==> config.mk <==
export PLATFORM = sky130hd
export DESIGN_NAME = drs_unit
export DESIGN_NICKNAME = d
export VERILOG_FILES = /design/src/pkg/drs_pkg.sv /design/src/hdl/drs_shifter.sv /design/src/hdl/drs_unit.sv
export SDC_FILE = /design/constraint.sdc
export NUM_CORES = 2
export LEC_CHECK = 0
export BUFFER_PORTS_ARGS = -buffer_cell sky130_fd_sc_hd__buf_2
export CORE_MARGIN = 4
export CORE_UTILIZATION = 35
export CTS_BUF_LIST = sky130_fd_sc_hd__clkbuf_16
export DETAILED_ROUTE_END_ITERATION = 16
export SYNTH_ARGS = -nofsm -noshare
export SYNTH_HDL_FRONTEND = slang
export SYNTH_HIERARCHICAL = 1
export SYNTH_SLANG_ARGS = --single-unit
export TNS_END_PERCENT = 30
==> constraint.sdc <==
create_clock -name clk_sys -period 7.55 [get_ports clk_sys]
set_input_delay 1.51 -clock clk_sys [delete_from_list [all_inputs] [get_ports clk_sys]]
set_output_delay 1.51 -clock clk_sys [all_outputs]
set_load 0.03 [all_outputs]
==> src/pkg/drs_pkg.sv <==
// Constants and carrier types for the digit, borrow, trap and shift execution unit.
// Assumes a decoder upstream supplies operands, size and the current flags.
//
// Functional notes
// RULE1: Rotate digit right: dst low nibble to link, dst high to low, link to high.
// RULE2: Rotate digit sets zero from link result; other flags kept.
// RULE3: Link and destination must be different byte registers; same gives undefined result.
// RULE4: Subtract with borrow adds inverted source plus not-carry; source untouched.
// RULE5: Carry cleared on carry out of msb, set otherwise as borrow.
// RULE6: Subtract sets zero on zero result and sign on negative result.
// RULE7: Overflow when operand signs differ and result sign equals source sign.
// RULE8: Byte subtract sets decimal-adjust, half-carry is borrow from bit 3.
// RULE9: System call pushes status at sp-6 then instruction word at sp-8; code pushes the word only if no request follows in the next cycle.
// RULE10: System call word is all-ones first byte then 8-bit service number; code expects first byte 7f instead.
// RULE11: System call raises trap; flags come from newly loaded status.
// RULE12: Dynamic shift count is signed 16-bit; positive left, negative right.
// RULE13: Right shift replicates sign; carry is last bit out of lsb.
// RULE14: Left shift fills zero at lsb; carry is last bit out of msb.
// RULE15: Zero count keeps destination but sets flags from it.
// RULE16: Count must lie within plus or minus the operand width.
// RULE17: Shift carry cleared on zero count or last bit zero.
// RULE18: Shift sets zero, sign, and overflow if sign changed during shifting.
// RULE19: Shift decoded from size field 110011/110010 and nibble 1011/1111.
// RULE20: Byte, word and longword widths select msb, sign and carry position.
package drs_pkg;
   // ****************************************
   // Operation and size encodings
   // ****************************************
   typedef enum logic [2:0] {DRS_OP_NONE, DRS_OP_RRD, DRS_OP_SBC, DRS_OP_SC, DRS_OP_SDA} drs_op_e;
   typedef enum logic [1:0] {DRS_SZ_BYTE, DRS_SZ_WORD, DRS_SZ_LONG} drs_size_e;

   // ****************************************
   // Field positions and constants
   // ****************************************
   localparam int DRS_NIB_LO_LSB = 0;
   localparam int DRS_NIB_HI_LSB = 4;
   localparam int DRS_HALF_BIT = 3;
   localparam logic [31:0] DRS_SC_PS_DEC = 32'h0000_0006;
   localparam logic [31:0] DRS_SC_IW_DEC = 32'h0000_0002;
   localparam logic [7:0] DRS_SC_OPCODE = 8'h7f;
   localparam logic [5:0] DRS_SDA_SIZE_WL = 6'h33;
   localparam logic [5:0] DRS_SDA_SIZE_B = 6'h32;
   localparam logic [3:0] DRS_SDA_FN_BW = 4'hb;
   localparam logic [3:0] DRS_SDA_FN_L = 4'hf;
   localparam logic [15:0] DRS_FLAGS_RST = 16'h0000;
   localparam logic [31:0] DRS_SP_RST = 32'h0000_0000;

   // Flags carried between decoder and unit
   typedef struct packed {
      logic c;
      logic z;
      logic s;
      logic v;
      logic d;
      logic h;
   } drs_flags_s;

   // One issued operation
   typedef struct packed {
      drs_op_e op;
      drs_size_e size;
      logic [31:0] dst;
      logic [31:0] src;
      logic [15:0] iword;
   } drs_req_s;

   // Stack write request
   typedef struct packed {
      logic valid;
      logic [31:0] addr;
      logic [47:0] data;
      logic wide;
   } drs_stk_s;
endpackage

==> src/hdl/drs_shifter.sv <==
// Dynamic arithmetic shifter, combinational.
// Assumes the count lies within plus or minus the operand width.
`timescale 1ns/1ps
module drs_shifter #(
   parameter int WIDTH = 32
) (
   input wire logic [WIDTH-1:0] value,
   input wire logic [15:0] count,
   input wire drs_pkg::drs_size_e size,
   output logic [WIDTH-1:0] result,
   output logic carry,
   output logic ovf
);
   import drs_pkg::*;

   // Refuse widths that the width helpers cannot serve
   if (WIDTH != 32) begin : g_width_check
      $error("drs_shifter serves 32-bit operands only");
   end

   // ****************************************
   // Bit-serial model unrolled over the width
   // ****************************************
   function automatic int msb_of(input drs_size_e sz);
      msb_of = (sz == DRS_SZ_BYTE) ? 7 : (sz == DRS_SZ_WORD) ? 15 : 31; // RULE20
   endfunction

   // Shift one step at a time so carry and sign history are exact
   always_comb begin
      logic [WIDTH-1:0] v;
      logic signed [15:0] n;
      int msb;
      int k;
      v = value;
      n = $signed(count); // RULE12
      msb = msb_of(size);
      carry = 1'b0; // RULE17
      ovf = 1'b0;
      k = (n < 0) ? -int'(n) : int'(n);
      for (int i = 0; i < 33; i++) begin
         if (i < k) begin
            if (n > 0) begin
               carry = v[msb]; // RULE14
               v = v << 1;
               if (v[msb] != value[msb]) ovf = 1'b1; // RULE18
            end else begin
               carry = v[0]; // RULE13
               v = v >> 1;
               v[msb] = v[msb-1];
            end
         end
      end
      for (int j = 0; j < WIDTH; j++) begin
         if (j > msb) v[j] = 1'b0;
      end
      result = v; // RULE15
   end
endmodule

==> src/hdl/drs_unit.sv <==
// Execution unit for rotate digit right, subtract with borrow, system call and dynamic shift.
// Assumes one request per cycle from the decoder and a memory stage that takes stack writes.
`timescale 1ns/1ps
module drs_unit (
   input wire logic clk_sys,
   input wire logic rst_b,
   input wire logic req_valid,
   input wire drs_pkg::drs_req_s req,
   input wire drs_pkg::drs_flags_s flags_in,
   input wire logic [31:0] sp_in,
   input wire drs_pkg::drs_flags_s sc_ps_flags,
   output logic res_valid,
   output logic [31:0] dst_out,
   output logic [7:0] link_out,
   output drs_pkg::drs_flags_s flags_out,
   output logic [31:0] sp_out,
   output drs_pkg::drs_stk_s stk_out,
   output logic trap_sc,
   output logic [7:0] service_num,
   output logic bad_decode
);
   import drs_pkg::*;

   // ****************************************
   // State and reset synchroniser
   // ****************************************
   typedef struct packed {
      logic res_valid;
      logic [31:0] dst;
      logic [7:0] link;
      drs_flags_s flags;
      logic [31:0] sp;
      drs_stk_s stk;
      logic trap;
      logic [7:0] svc;
      logic bad;
      logic [15:0] iw;
   } drs_state_s;

   drs_state_s st_reg;
   drs_state_s st_next;
   logic [1:0] rst_sync_reg;
   logic rst_n;

   // Two-stage release of the asynchronous reset
   always_ff @(posedge clk_sys or negedge rst_b) begin
      if (!rst_b) begin
         rst_sync_reg <= 2'b00;
      end else begin
         rst_sync_reg <= {rst_sync_reg[0], 1'b1};
      end
   end
   assign rst_n = rst_sync_reg[1];

   // ****************************************
   // Width helpers
   // ****************************************
   function automatic int msb_of(input drs_size_e sz);
      msb_of = (sz == DRS_SZ_BYTE) ? 7 : (sz == DRS_SZ_WORD) ? 15 : 31; // RULE20
   endfunction

   function automatic logic [31:0] mask_of(input drs_size_e sz);
      mask_of = (sz == DRS_SZ_BYTE) ? 32'h0000_00ff : (sz == DRS_SZ_WORD) ? 32'h0000_ffff : 32'hffff_ffff;
   endfunction

   // First-word check for the dynamic shift: size field and function nibble
   function automatic logic sda_word_ok(input drs_size_e sz, input logic [15:0] iw);
      logic [5:0] fld;
      logic [3:0] fn;
      fld = (sz == DRS_SZ_BYTE) ? DRS_SDA_SIZE_B : DRS_SDA_SIZE_WL;
      fn = (sz == DRS_SZ_LONG) ? DRS_SDA_FN_L : DRS_SDA_FN_BW;
      sda_word_ok = (iw[13:8] == fld) && (iw[3:0] == fn); // RULE19
   endfunction

   // ****************************************
   // Shifter instance
   // ****************************************
   logic [31:0] sh_res;
   logic sh_c;
   logic sh_v;

   drs_shifter #(.WIDTH(32)) u_shift (
      .value(req.dst & mask_of(req.size)),
      .count(req.src[15:0]),
      .size(req.size),
      .result(sh_res),
      .carry(sh_c),
      .ovf(sh_v)
   );

   // ****************************************
   // Subtract datapath
   // ****************************************
   logic [32:0] sub_sum;
   logic [4:0] sub_half;
   logic [31:0] sub_res;
   logic [31:0] sub_nsrc;
   int sub_msb;

   // Destination plus inverted source plus not-carry
   always_comb begin
      sub_nsrc = ~req.src & mask_of(req.size);
      sub_sum = {1'b0, req.dst & mask_of(req.size)} + {1'b0, sub_nsrc} + {32'h0, ~flags_in.c}; // RULE4
      sub_half = {1'b0, req.dst[3:0]} + {1'b0, sub_nsrc[3:0]} + {4'h0, ~flags_in.c};
      sub_res = sub_sum[31:0] & mask_of(req.size);
      sub_msb = msb_of(req.size);
   end

   // ****************************************
   // Next-state logic
   // ****************************************
   always_comb begin
      logic [7:0] lnk;
      logic [7:0] dd;
      logic cout;
      st_next = st_reg;
      st_next.res_valid = 1'b0;
      st_next.trap = 1'b0;
      st_next.stk = '0;
      st_next.bad = 1'b0;
      lnk = req.src[7:0];
      dd = req.dst[7:0];
      cout = 1'b0;
      if (req_valid) begin
         st_next.res_valid = 1'b1;
         st_next.flags = flags_in;
         st_next.dst = req.dst;
         st_next.link = req.src[7:0];
         unique case (req.op)
            DRS_OP_RRD: begin
               // Three-digit rotate right by one digit
               st_next.link = {lnk[7:4], dd[3:0]}; // RULE1
               st_next.dst = {req.dst[31:8], lnk[3:0], dd[7:4]}; // RULE1 RULE3
               st_next.flags.z = ({lnk[7:4], dd[3:0]} == 8'h00); // RULE2
            end
            DRS_OP_SBC: begin
               cout = sub_sum[sub_msb + 1];
               if (sub_msb < 31) cout = sub_sum[sub_msb + 1];
               else cout = sub_sum[32];
               st_next.dst = (req.dst & ~mask_of(req.size)) | sub_res;
               st_next.flags.c = ~cout; // RULE5
               st_next.flags.z = (sub_res == 32'h0); // RULE6
               st_next.flags.s = sub_res[sub_msb]; // RULE6
               st_next.flags.v = (req.dst[sub_msb] != req.src[sub_msb]) &&
                                 (sub_res[sub_msb] == req.src[sub_msb]); // RULE7
               if (req.size == DRS_SZ_BYTE) begin
                  st_next.flags.d = 1'b1; // RULE8
                  st_next.flags.h = ~sub_half[4]; // RULE8
               end
            end
            DRS_OP_SC: begin
               // Status push at sp-6 and new status now; instruction word at sp-8 next cycle if no request
               if (req.iword[15:8] == DRS_SC_OPCODE) begin // RULE10
                  st_next.sp = sp_in - DRS_SC_PS_DEC - DRS_SC_IW_DEC; // RULE9
                  st_next.stk.valid = 1'b1;
                  st_next.stk.wide = 1'b1;
                  st_next.stk.addr = sp_in - DRS_SC_PS_DEC; // RULE9
                  st_next.stk.data = {req.dst, 10'h0, flags_in.c, flags_in.z, flags_in.s, flags_in.v,
                                      flags_in.d, flags_in.h};
                  st_next.svc = req.iword[7:0]; // RULE10
                  st_next.iw = req.iword;
                  st_next.trap = 1'b1; // RULE11
                  st_next.flags = sc_ps_flags; // RULE11
               end else begin
                  st_next.bad = 1'b1;
               end
            end
            DRS_OP_SDA: begin
               // Only a well-formed shift word is executed; anything else is refused
               if (sda_word_ok(req.size, req.iword)) begin // RULE19
                  st_next.dst = (req.dst & ~mask_of(req.size)) | sh_res; // RULE15
                  st_next.flags.c = sh_c; // RULE17
                  st_next.flags.z = (sh_res == 32'h0); // RULE18
                  st_next.flags.s = sh_res[msb_of(req.size)]; // RULE18
                  st_next.flags.v = sh_v; // RULE18
               end else begin
                  st_next.bad = 1'b1; // RULE19
               end
            end
            default: begin
               st_next.res_valid = 1'b0;
            end
         endcase
      end else if (st_reg.trap) begin
         // Second push: instruction word below the status
         st_next.stk.valid = 1'b1;
         st_next.stk.wide = 1'b0;
         st_next.stk.addr = st_reg.sp; // RULE9
         st_next.stk.data = {32'h0, st_reg.iw}; // RULE9
      end
   end

   // ****************************************
   // State register
   // ****************************************
   always_ff @(posedge clk_sys or negedge rst_n) begin
      if (!rst_n) begin
         st_reg <= '0;
         st_reg.sp <= DRS_SP_RST;
      end else begin
         st_reg <= st_next;
      end
   end

   // ****************************************
   // Assertions
   // ****************************************
   AST_RRD_Z: assert property (@(posedge clk_sys) disable iff (!rst_n) // RULE2
      (req_valid && req.op == DRS_OP_RRD) |=> (flags_out.z == (link_out == 8'h00)) &&
      (flags_out.c == $past(flags_in.c)))
      else $error("rotate digit zero flag wrong");
   AST_RRD_DATA: assert property (@(posedge clk_sys) disable iff (!rst_n) // RULE1
      (req_valid && req.op == DRS_OP_RRD) |=> dst_out[7:4] == $past(req.src[3:0]))
      else $error("rotate digit high nibble wrong");
   AST_SBC_C: assert property (@(posedge clk_sys) disable iff (!rst_n) // RULE5
      (req_valid && req.op == DRS_OP_SBC && req.size == DRS_SZ_BYTE) |=>
      flags_out.c == ({1'b0, $past(req.dst[7:0])} < ({1'b0, $past(req.src[7:0])} + {8'h0, $past(flags_in.c)})))
      else $error("borrow flag wrong");
   AST_SBC_D: assert property (@(posedge clk_sys) disable iff (!rst_n) // RULE8
      (req_valid && req.op == DRS_OP_SBC && req.size == DRS_SZ_BYTE) |=> flags_out.d)
      else $error("decimal-adjust not set");
   AST_SBC_Z: assert property (@(posedge clk_sys) disable iff (!rst_n) // RULE6
      (req_valid && req.op == DRS_OP_SBC && req.size == DRS_SZ_LONG) |=> flags_out.z == (dst_out == 32'h0))
      else $error("subtract zero flag wrong");
   AST_SC_SP: assert property (@(posedge clk_sys) disable iff (!rst_n) // RULE9
      (req_valid && req.op == DRS_OP_SC && req.iword[15:8] == DRS_SC_OPCODE) |=>
      trap_sc && sp_out == $past(sp_in) - 32'h8 ##1 stk_out.valid && stk_out.addr == sp_out)
      else $error("system call stack sequence wrong");
   AST_SC_FLAGS: assert property (@(posedge clk_sys) disable iff (!rst_n) // RULE11
      (req_valid && req.op == DRS_OP_SC && req.iword[15:8] == DRS_SC_OPCODE) |=> flags_out == $past(sc_ps_flags))
      else $error("system call flags not loaded");
   AST_SDA_ZERO: assert property (@(posedge clk_sys) disable iff (!rst_n) // RULE15
      (req_valid && req.op == DRS_OP_SDA && sda_word_ok(req.size, req.iword) && req.src[15:0] == 16'h0000) |=>
      dst_out == $past(req.dst) && !flags_out.c)
      else $error("zero count shift altered destination");
   AST_SDA_DECODE: assert property (@(posedge clk_sys) disable iff (!rst_n) // RULE19
      (req_valid && req.op == DRS_OP_SDA && !sda_word_ok(req.size, req.iword)) |=> bad_decode && !trap_sc)
      else $error("bad shift word not refused");
   AST_SDA_RIGHT_SIGN: assert property (@(posedge clk_sys) disable iff (!rst_n) // RULE13
      (req_valid && req.op == DRS_OP_SDA && sda_word_ok(req.size, req.iword) && req.size == DRS_SZ_LONG &&
      req.src[15]) |=> dst_out[31] == $past(req.dst[31]))
      else $error("right shift lost the sign");
   AST_SDA_LEFT_FILL: assert property (@(posedge clk_sys) disable iff (!rst_n) // RULE14
      (req_valid && req.op == DRS_OP_SDA && sda_word_ok(req.size, req.iword) && !req.src[15] &&
      req.src[15:0] != 16'h0000) |=> !dst_out[0])
      else $error("left shift did not fill zero");
   AST_SC_SVC: assert property (@(posedge clk_sys) disable iff (!rst_n) // RULE10
      (req_valid && req.op == DRS_OP_SC && req.iword[15:8] == DRS_SC_OPCODE) |=>
      service_num == $past(req.iword[7:0]) && stk_out.wide ##1
      !stk_out.wide && stk_out.data[15:0] == $past(req.iword, 2))
      else $error("system call service or word push wrong");

   // ****************************************
   // Outputs
   // ****************************************
   assign res_valid = st_reg.res_valid;
   assign dst_out = st_reg.dst;
   assign link_out = st_reg.link;
   assign flags_out = st_reg.flags;
   assign sp_out = st_reg.sp;
   assign stk_out = st_reg.stk;
   assign trap_sc = st_reg.trap;
   assign service_num = st_reg.svc;
   assign bad_decode = st_reg.bad;
endmodule

**Yosys cells after proc, flatten, opt, wreduce, memory -nomap -nowiden**

Index checks and enable logic that the tools add are counted.

- Bits in registers: 189
- Output and inout port bits: 171
- Word-level logic and storage cells: 805
- Input port bits: 132

- Order comparisons: 72
- Bitwise logic cells: 11
- Reduce and logical (&&, ||, !) cells: 9
- Equality and inequality tests: 44
- Add/sub/neg operators: 9
- Muxes and demuxes: 641

Operators by type and width:

| operator | count |
|---|---|
| 2-to-1 mux 32 bit | 71 |
| bitwise mux 32 bit | 33 |
| binary-select mux 1 bit (select 5 bit) | 103 |
| > comparator 6 x 32 -> 1 bit, first input constant | 16 |
| less-than comparator 6 x 32 -> 1 bit, first input constant | 16 |
| 2-to-1 mux 1 bit | 413 |
| > comparator 5 x 32 -> 1 bit, first input constant | 8 |
| less-than comparator 5 x 32 -> 1 bit, first input constant | 8 |
| 2-to-1 mux 82 bit | 2 |
| 2-to-1 mux 129 bit | 1 |
| bitwise AND 32 bit | 4 |
| > comparator 4 x 32 -> 1 bit, first input constant | 4 |
| less-than comparator 4 x 32 -> 1 bit, first input constant | 4 |
| 2-to-1 mux 123 bit | 1 |
| one-hot mux 32 bit (3 select lines) | 1 |
| 2-to-1 mux 79 bit | 1 |
| > comparator 3 x 32 -> 1 bit, first input constant | 2 |
| zero test 32 bit | 2 |
| less-than comparator 3 x 32 -> 1 bit, first input constant | 2 |
| less-than comparator 32 x 7 -> 1 bit, second input constant | 2 |
| NOT 32 bit | 2 |
| OR 32 bit | 2 |
| subtractor 32 x 2 -> 32 bit, second input constant | 2 |
| inequality test 1 bit | 34 |
| other kinds (45) | 52 |

**Depth between registers and ports, before layout**

- Word-level depth: 209
- Depth in mapped cells: 41
- Depth with buffers taken out: 34

**By module**

The synthesis kept the hierarchy.

Modules (own cells, without submodules):

| module | cells each | sequential area each (um^2) | area an instance (um^2) | times used |
|---|---|---|---|---|
| drs_shifter | 3129 | 0.0 | 18509.0 | 1 |
| drs_unit | 1433 | 4504.3 | 12298.0 | 1 |

**Least setup slack after synthesis**

No wires, ideal clock.

- Path type: input port to flip-flop
- Start: input req[16] (netlist bit)
- End: register st_reg, in the netlist flags_out[4]
- Arrival time: 8.876 ns
- Data required time: 7.467 ns
- Library setup time: 0.083 ns
- Stages on the path: 36
- Path buffers: 2
- Setup slack: -1.409 ns
- Path through: clkbuf_1 -> inv_1 -> ha_1 -> nor4bb_1 -> o31a_1 -> o2111ai_1 -> nor3_1 -> buf_2 -> a31oi_1 -> o2bb2ai_1 -> a211oi_1 -> or4b_1 -> a32o_1 -> nor2_2 -> nor2_1 -> o211a_1 -> a221o_2 -> a21oi_1 -> o21ai_1 -> a311oi_2 -> o211ai_1 -> o32ai_2 -> nor2_1 -> o21ai_0 -> a21oi_1 -> nor3_1 -> and2_1 -> o22ai_1 -> nand2_1 -> o21ai_0 -> nor4_1 -> nand4_1 -> nor2_1 -> nand2_1 -> a41o_1 -> o21ai_0

- Word-level cells in the longest chain between the ends: 200
- Elaborated cells on any way between the ends: 272
- Those cells by class: add/sub (3); order compare (35); mux (229); bitwise (3); reduce/logical (2)

RTL lines:

| item | RTL line | source |
|---|---|---|
| start, declared | drs_unit.sv:8 | `input wire drs_pkg::drs_req_s req,` |
| negation 16 -> 32 bit or less-than comparator 16 x 1 -> 1 bit (tied branches) | drs_shifter.sv:39 | `k = (n < 0) ? -int'(n) : int'(n);` |
| 2-to-1 mux 32 bit | drs_shifter.sv:39 |  |
| less-than comparator 1 x 32 -> 1 bit | drs_shifter.sv:41 | `if (i < k) begin` |
| 2-to-1 mux 32 bit | drs_shifter.sv:41 |  |
| binary-select mux 1 bit (select 5 bit) | drs_shifter.sv:49 | `v[msb] = v[msb-1];` |
| 2-to-1 mux 1 bit (implied by the code) (2 in series) | drs_shifter.sv:49 |  |
| bitwise mux 32 bit | drs_shifter.sv:49 |  |
| 2-to-1 mux 32 bit | drs_shifter.sv:42 | `if (n > 0) begin` |
| [184 not listed] | n/a |  |
| bitwise mux 32 bit | drs_shifter.sv:49 |  |
| 2-to-1 mux 32 bit | drs_shifter.sv:42 |  |
| 2-to-1 mux 32 bit (*) | drs_shifter.sv:41 |  |
| 2-to-1 mux 1 bit (*) | drs_shifter.sv:54 | `if (j > msb) v[j] = 1'b0;` |
| net sh_res[3] | drs_unit.sv:78 | `logic [31:0] sh_res;` |
| zero test 32 bit (*) | drs_unit.sv:173 | `st_next.flags.z = (sh_res == 32'h0);` |
| 2-to-1 mux 4 bit (*) | drs_unit.sv:170 | `if (sda_word_ok(req.size, req.iword)) begin` |
| one-hot mux 1 bit (4 select lines) (*) | drs_unit.sv:129 | `unique case (req.op)` |
| end signal, assigned | drs_unit.sv:201 | `st_reg <= st_next;` |
| end, declared | drs_unit.sv:40 | `drs_state_s st_reg;` |

The timed path passes the listed nets; every way through them passes the cells marked *. The select of a mux whose other input is x is not followed.
A chain may end at the register's enable or synchronous reset.

**Worst setup path in the final report**

Same ends and word-level chain as after synthesis.

==> qor.csv <==
metric,value,unit
clk_latency,460,ps
fin_cells,7355,
viasPerCell,6.62,
cts.path.max_buffers,2,
placementRows,108,
cts_sinks,180,
finalMaxSlewViolations,0,
largest_reg_flops,82,
clock.fmax,106,MHz
worstMarginPinSlew,1370,ps
die_w,305,µm
grt_pass1_vias,45716,
grt_max_degree,172,
fin_nets,6343,
fillers,8524,
leakage,21.8,nW
gp_congestion,1.09,
synthFlopType,dfrtp_1,
drc,0,
worst_clock_skew,21.9,ps
drive_gt1_frac,0.450,
placed_cell_area,0.0443,mm²
initial_utilization,0.354,
critPathMaxStageDelay,510,ps
pre_cts_ws,-3050,ps
power_frac_seq,0.220,
worstPathArrival,9710,ps
powerDensity,93.4,mW/mm²
start_kind,input port,
p_int,2.50,mW
dieArea,0.0928,mm²
globalRoute.totalOverflow,0,
wl_per_cell,32.4,µm
hold_path_class,reg -> async,
die_height,305,µm
hold_viol_final,0,
final_area,0.0495,mm²
fin_ws,-1860,ps
grt.total_usage,0.482,
worstPathRequired,7860,ps
r2r_cells,6,
critPathMostFrequentCell,buf_4,
drt_iter0_drc,7409,
status,finished with violations,
ys.warnings.count,6,
dp_hpwl,192000,µm
setup_violations,36,
core_region_area,0.0870,mm²
failed_checks,setup timing,
cts-root-buf,clkbuf_16,
yosysSeqAreaShare,0.146,
swShare,0.458,
ioPinCount,303,
crit_fanout,7,
syn_nets,4729,
maxSlewHeadroom,0.0894,
whs,143,ps
rsz0062_at_grt,true,
power_frac_comb,0.584,
area_delta_synth_final,60.7,%
maxCapViolCount,0,
async_reset_ff_frac,1.00,
irDropWorstVdd,0.000181,V
p_sw,2.12,mW
syn_area,0.0308,mm²
clkTransAtPathRegs,90,ps
fin_crit_sh,1.25,
htreeDepth,4,
pwr-share-clk,0.196,
place_inst,7155,
drt_first_pass_iters,7,
netlist_instances,4562,
route.vias.total,48664,
endpoint_kind,flop,
antenna_found_initial,16,
cts_hold_buf,0,
crit_path_top_delay_cell,or4_4,
period_needed,9410,ps
worst-setup-path-type,in -> reg,
synth.avg_cell_area,6.75,µm²
grt_pass1_wl,333000,µm
synth_seq_cells,180,
cts_tree,done,
cts_buffers,17,
wirelength,238000,µm
postRouteAntennaNets,0,
synth_edf_count,0,
io_buffer_count,302,
synthDistinctLibCells,141,
## worst paths after layout
path	startpoint	end	slack [ps]
worst max-delay path	req[16]	flags_out[4]	-1860
worst max register to register	flags_out[4]	flags_out[4]	5480
worst min register to register	rst_sync_reg[1]	stk_out[39]	140
max in group asynchronous	rst_sync_reg[1]	st_reg[8]	6220
worst min-delay path	rst_sync_reg[1]	stk_out[39]	140
min in group clk_sys	rst_sync_reg[0]	rst_sync_reg[1]	370
## synthesized netlist by cell type, types with 63 or more instances
library cell  count  area share
nand2_1         635       0.077
nor2_1          505       0.062
a21oi_1         410       0.067
o21ai_0         328       0.053
clkbuf_1        193       0.024
buf_4           181       0.044
dfrtp_1         180        0.15
nand3_1         146       0.024
nor3_1          128       0.021
a31oi_1         121       0.025
o211ai_1         98       0.024
and2_1           95       0.019
a211oi_1         80       0.019
buf_2            75       0.012
nand4_1          69       0.014
o21ai_1          66       0.011
o31ai_1          65       0.016
xnor2_1          63       0.018
## per-stage QoR
step	power, mW	setup TNS (ps)	utilization
CTS	4.44	-35930	0.555
global placement	3.37	-79110	0.509
floorplan	2.11	-10680	-
global route	4.74	-50740	0.569
detailed placement	3.37	-78400	0.509
finish	4.62	-45920	0.569
## cell type report
cell class	count	area (µm²)	share of cell area
clock buffer	17	425	0.00859
antenna	11	27.5	0.000556
clock inverter	15	186	0.00377
sequential	180	4510	0.0911
tap	1155	1450	0.0292
inverter	44	175	0.00354
timing repair buffer	2085	15900	0.321
multi-input combinational	3848	26800	0.542
## repair_timing
item                       CTS  global route
resized for setup          492           165
pin swaps                  223           119
gates cloned                 4             2
setup endpoints to repair   36            36
hold endpoints to repair     0             0
setup buffers              119            36
## power by group through the flow
| stage | registers, mW | clock network (mW) | logic (mW) |
|---|---|---|---|
| after global placement | 1.03 | 0 | 2.34 |
| after detailed placement | 1.04 | 0 | 2.33 |
| after global routing | 1.02 | 0.949 | 2.77 |
| after floorplan | 1.04 | 0 | 1.07 |
| after CTS | 1.02 | 0.905 | 2.52 |
| final | 1.02 | 0.905 | 2.70 |
## cells by family after synthesis
family / Yosys count / synth area share
DFF: 180 / 0.146
adders and majority gates: 35 / 0.0147
and+or+nand+nor: 1860 / 0.288
AOI/OAI and AO/OA: 1824 / 0.418
buffers and inverters: 535 / 0.0947
xor gates and xnor gates: 93 / 0.0269
other: 1 / 0.000122
muxes: 34 / 0.0115
## cell usage in the layout (no fill, tap or decap), drive strengths merged, types with 17 or more instances in the layout
cell type | netlist | final
a31oi | 125 | 125
a211oi | 94 | 94
o311ai | 36 | 36
buf | 298 | 2081
a21boi | 24 | 24
and3 | 30 | 30
a2111oi | 31 | 31
clkbuf | 193 | 19
o2111ai | 31 | 31
a311oi | 19 | 19
inv | 43 | 48
nor3 | 141 | 141
nand2b | 25 | 25
o211ai | 100 | 100
and2 | 95 | 95
nor2b | 17 | 17
nor2 | 510 | 510
or2 | 22 | 22
o31a | 18 | 18
a22oi | 36 | 36
o22ai | 42 | 42
o21a | 33 | 33
nand3 | 152 | 152
a221oi | 51 | 51
nor4 | 55 | 55
nand4 | 69 | 69
o31ai | 81 | 81
or3 | 30 | 30
nand2 | 641 | 641
xnor2 | 64 | 64
mux2i | 23 | 23
a211o | 22 | 22
ha | 33 | 33
xor2 | 29 | 29
a21o | 28 | 28
o21ai | 404 | 405
dfrtp | 180 | 180
a21oi | 421 | 421
o221ai | 28 | 28
a41oi | 26 | 26
## critical path: cells and delay by family
kind            cells  cell delay (ps)
fa+ha+maj           1              120
compound gates     21             3910
simple gates       10             2150
buf+inv            14             1970
## layer usage
layer  global-route usage  vias to the layer above  share of wire
met2                0.724                     3888           0.41
met1                0.609                    23308           0.38
li1                     -                    20446              -
met5              0.00517                        -        0.00043
met3                0.141                     1014           0.13
met4                0.293                        8          0.082
Power figures use the tool's default switching activity.
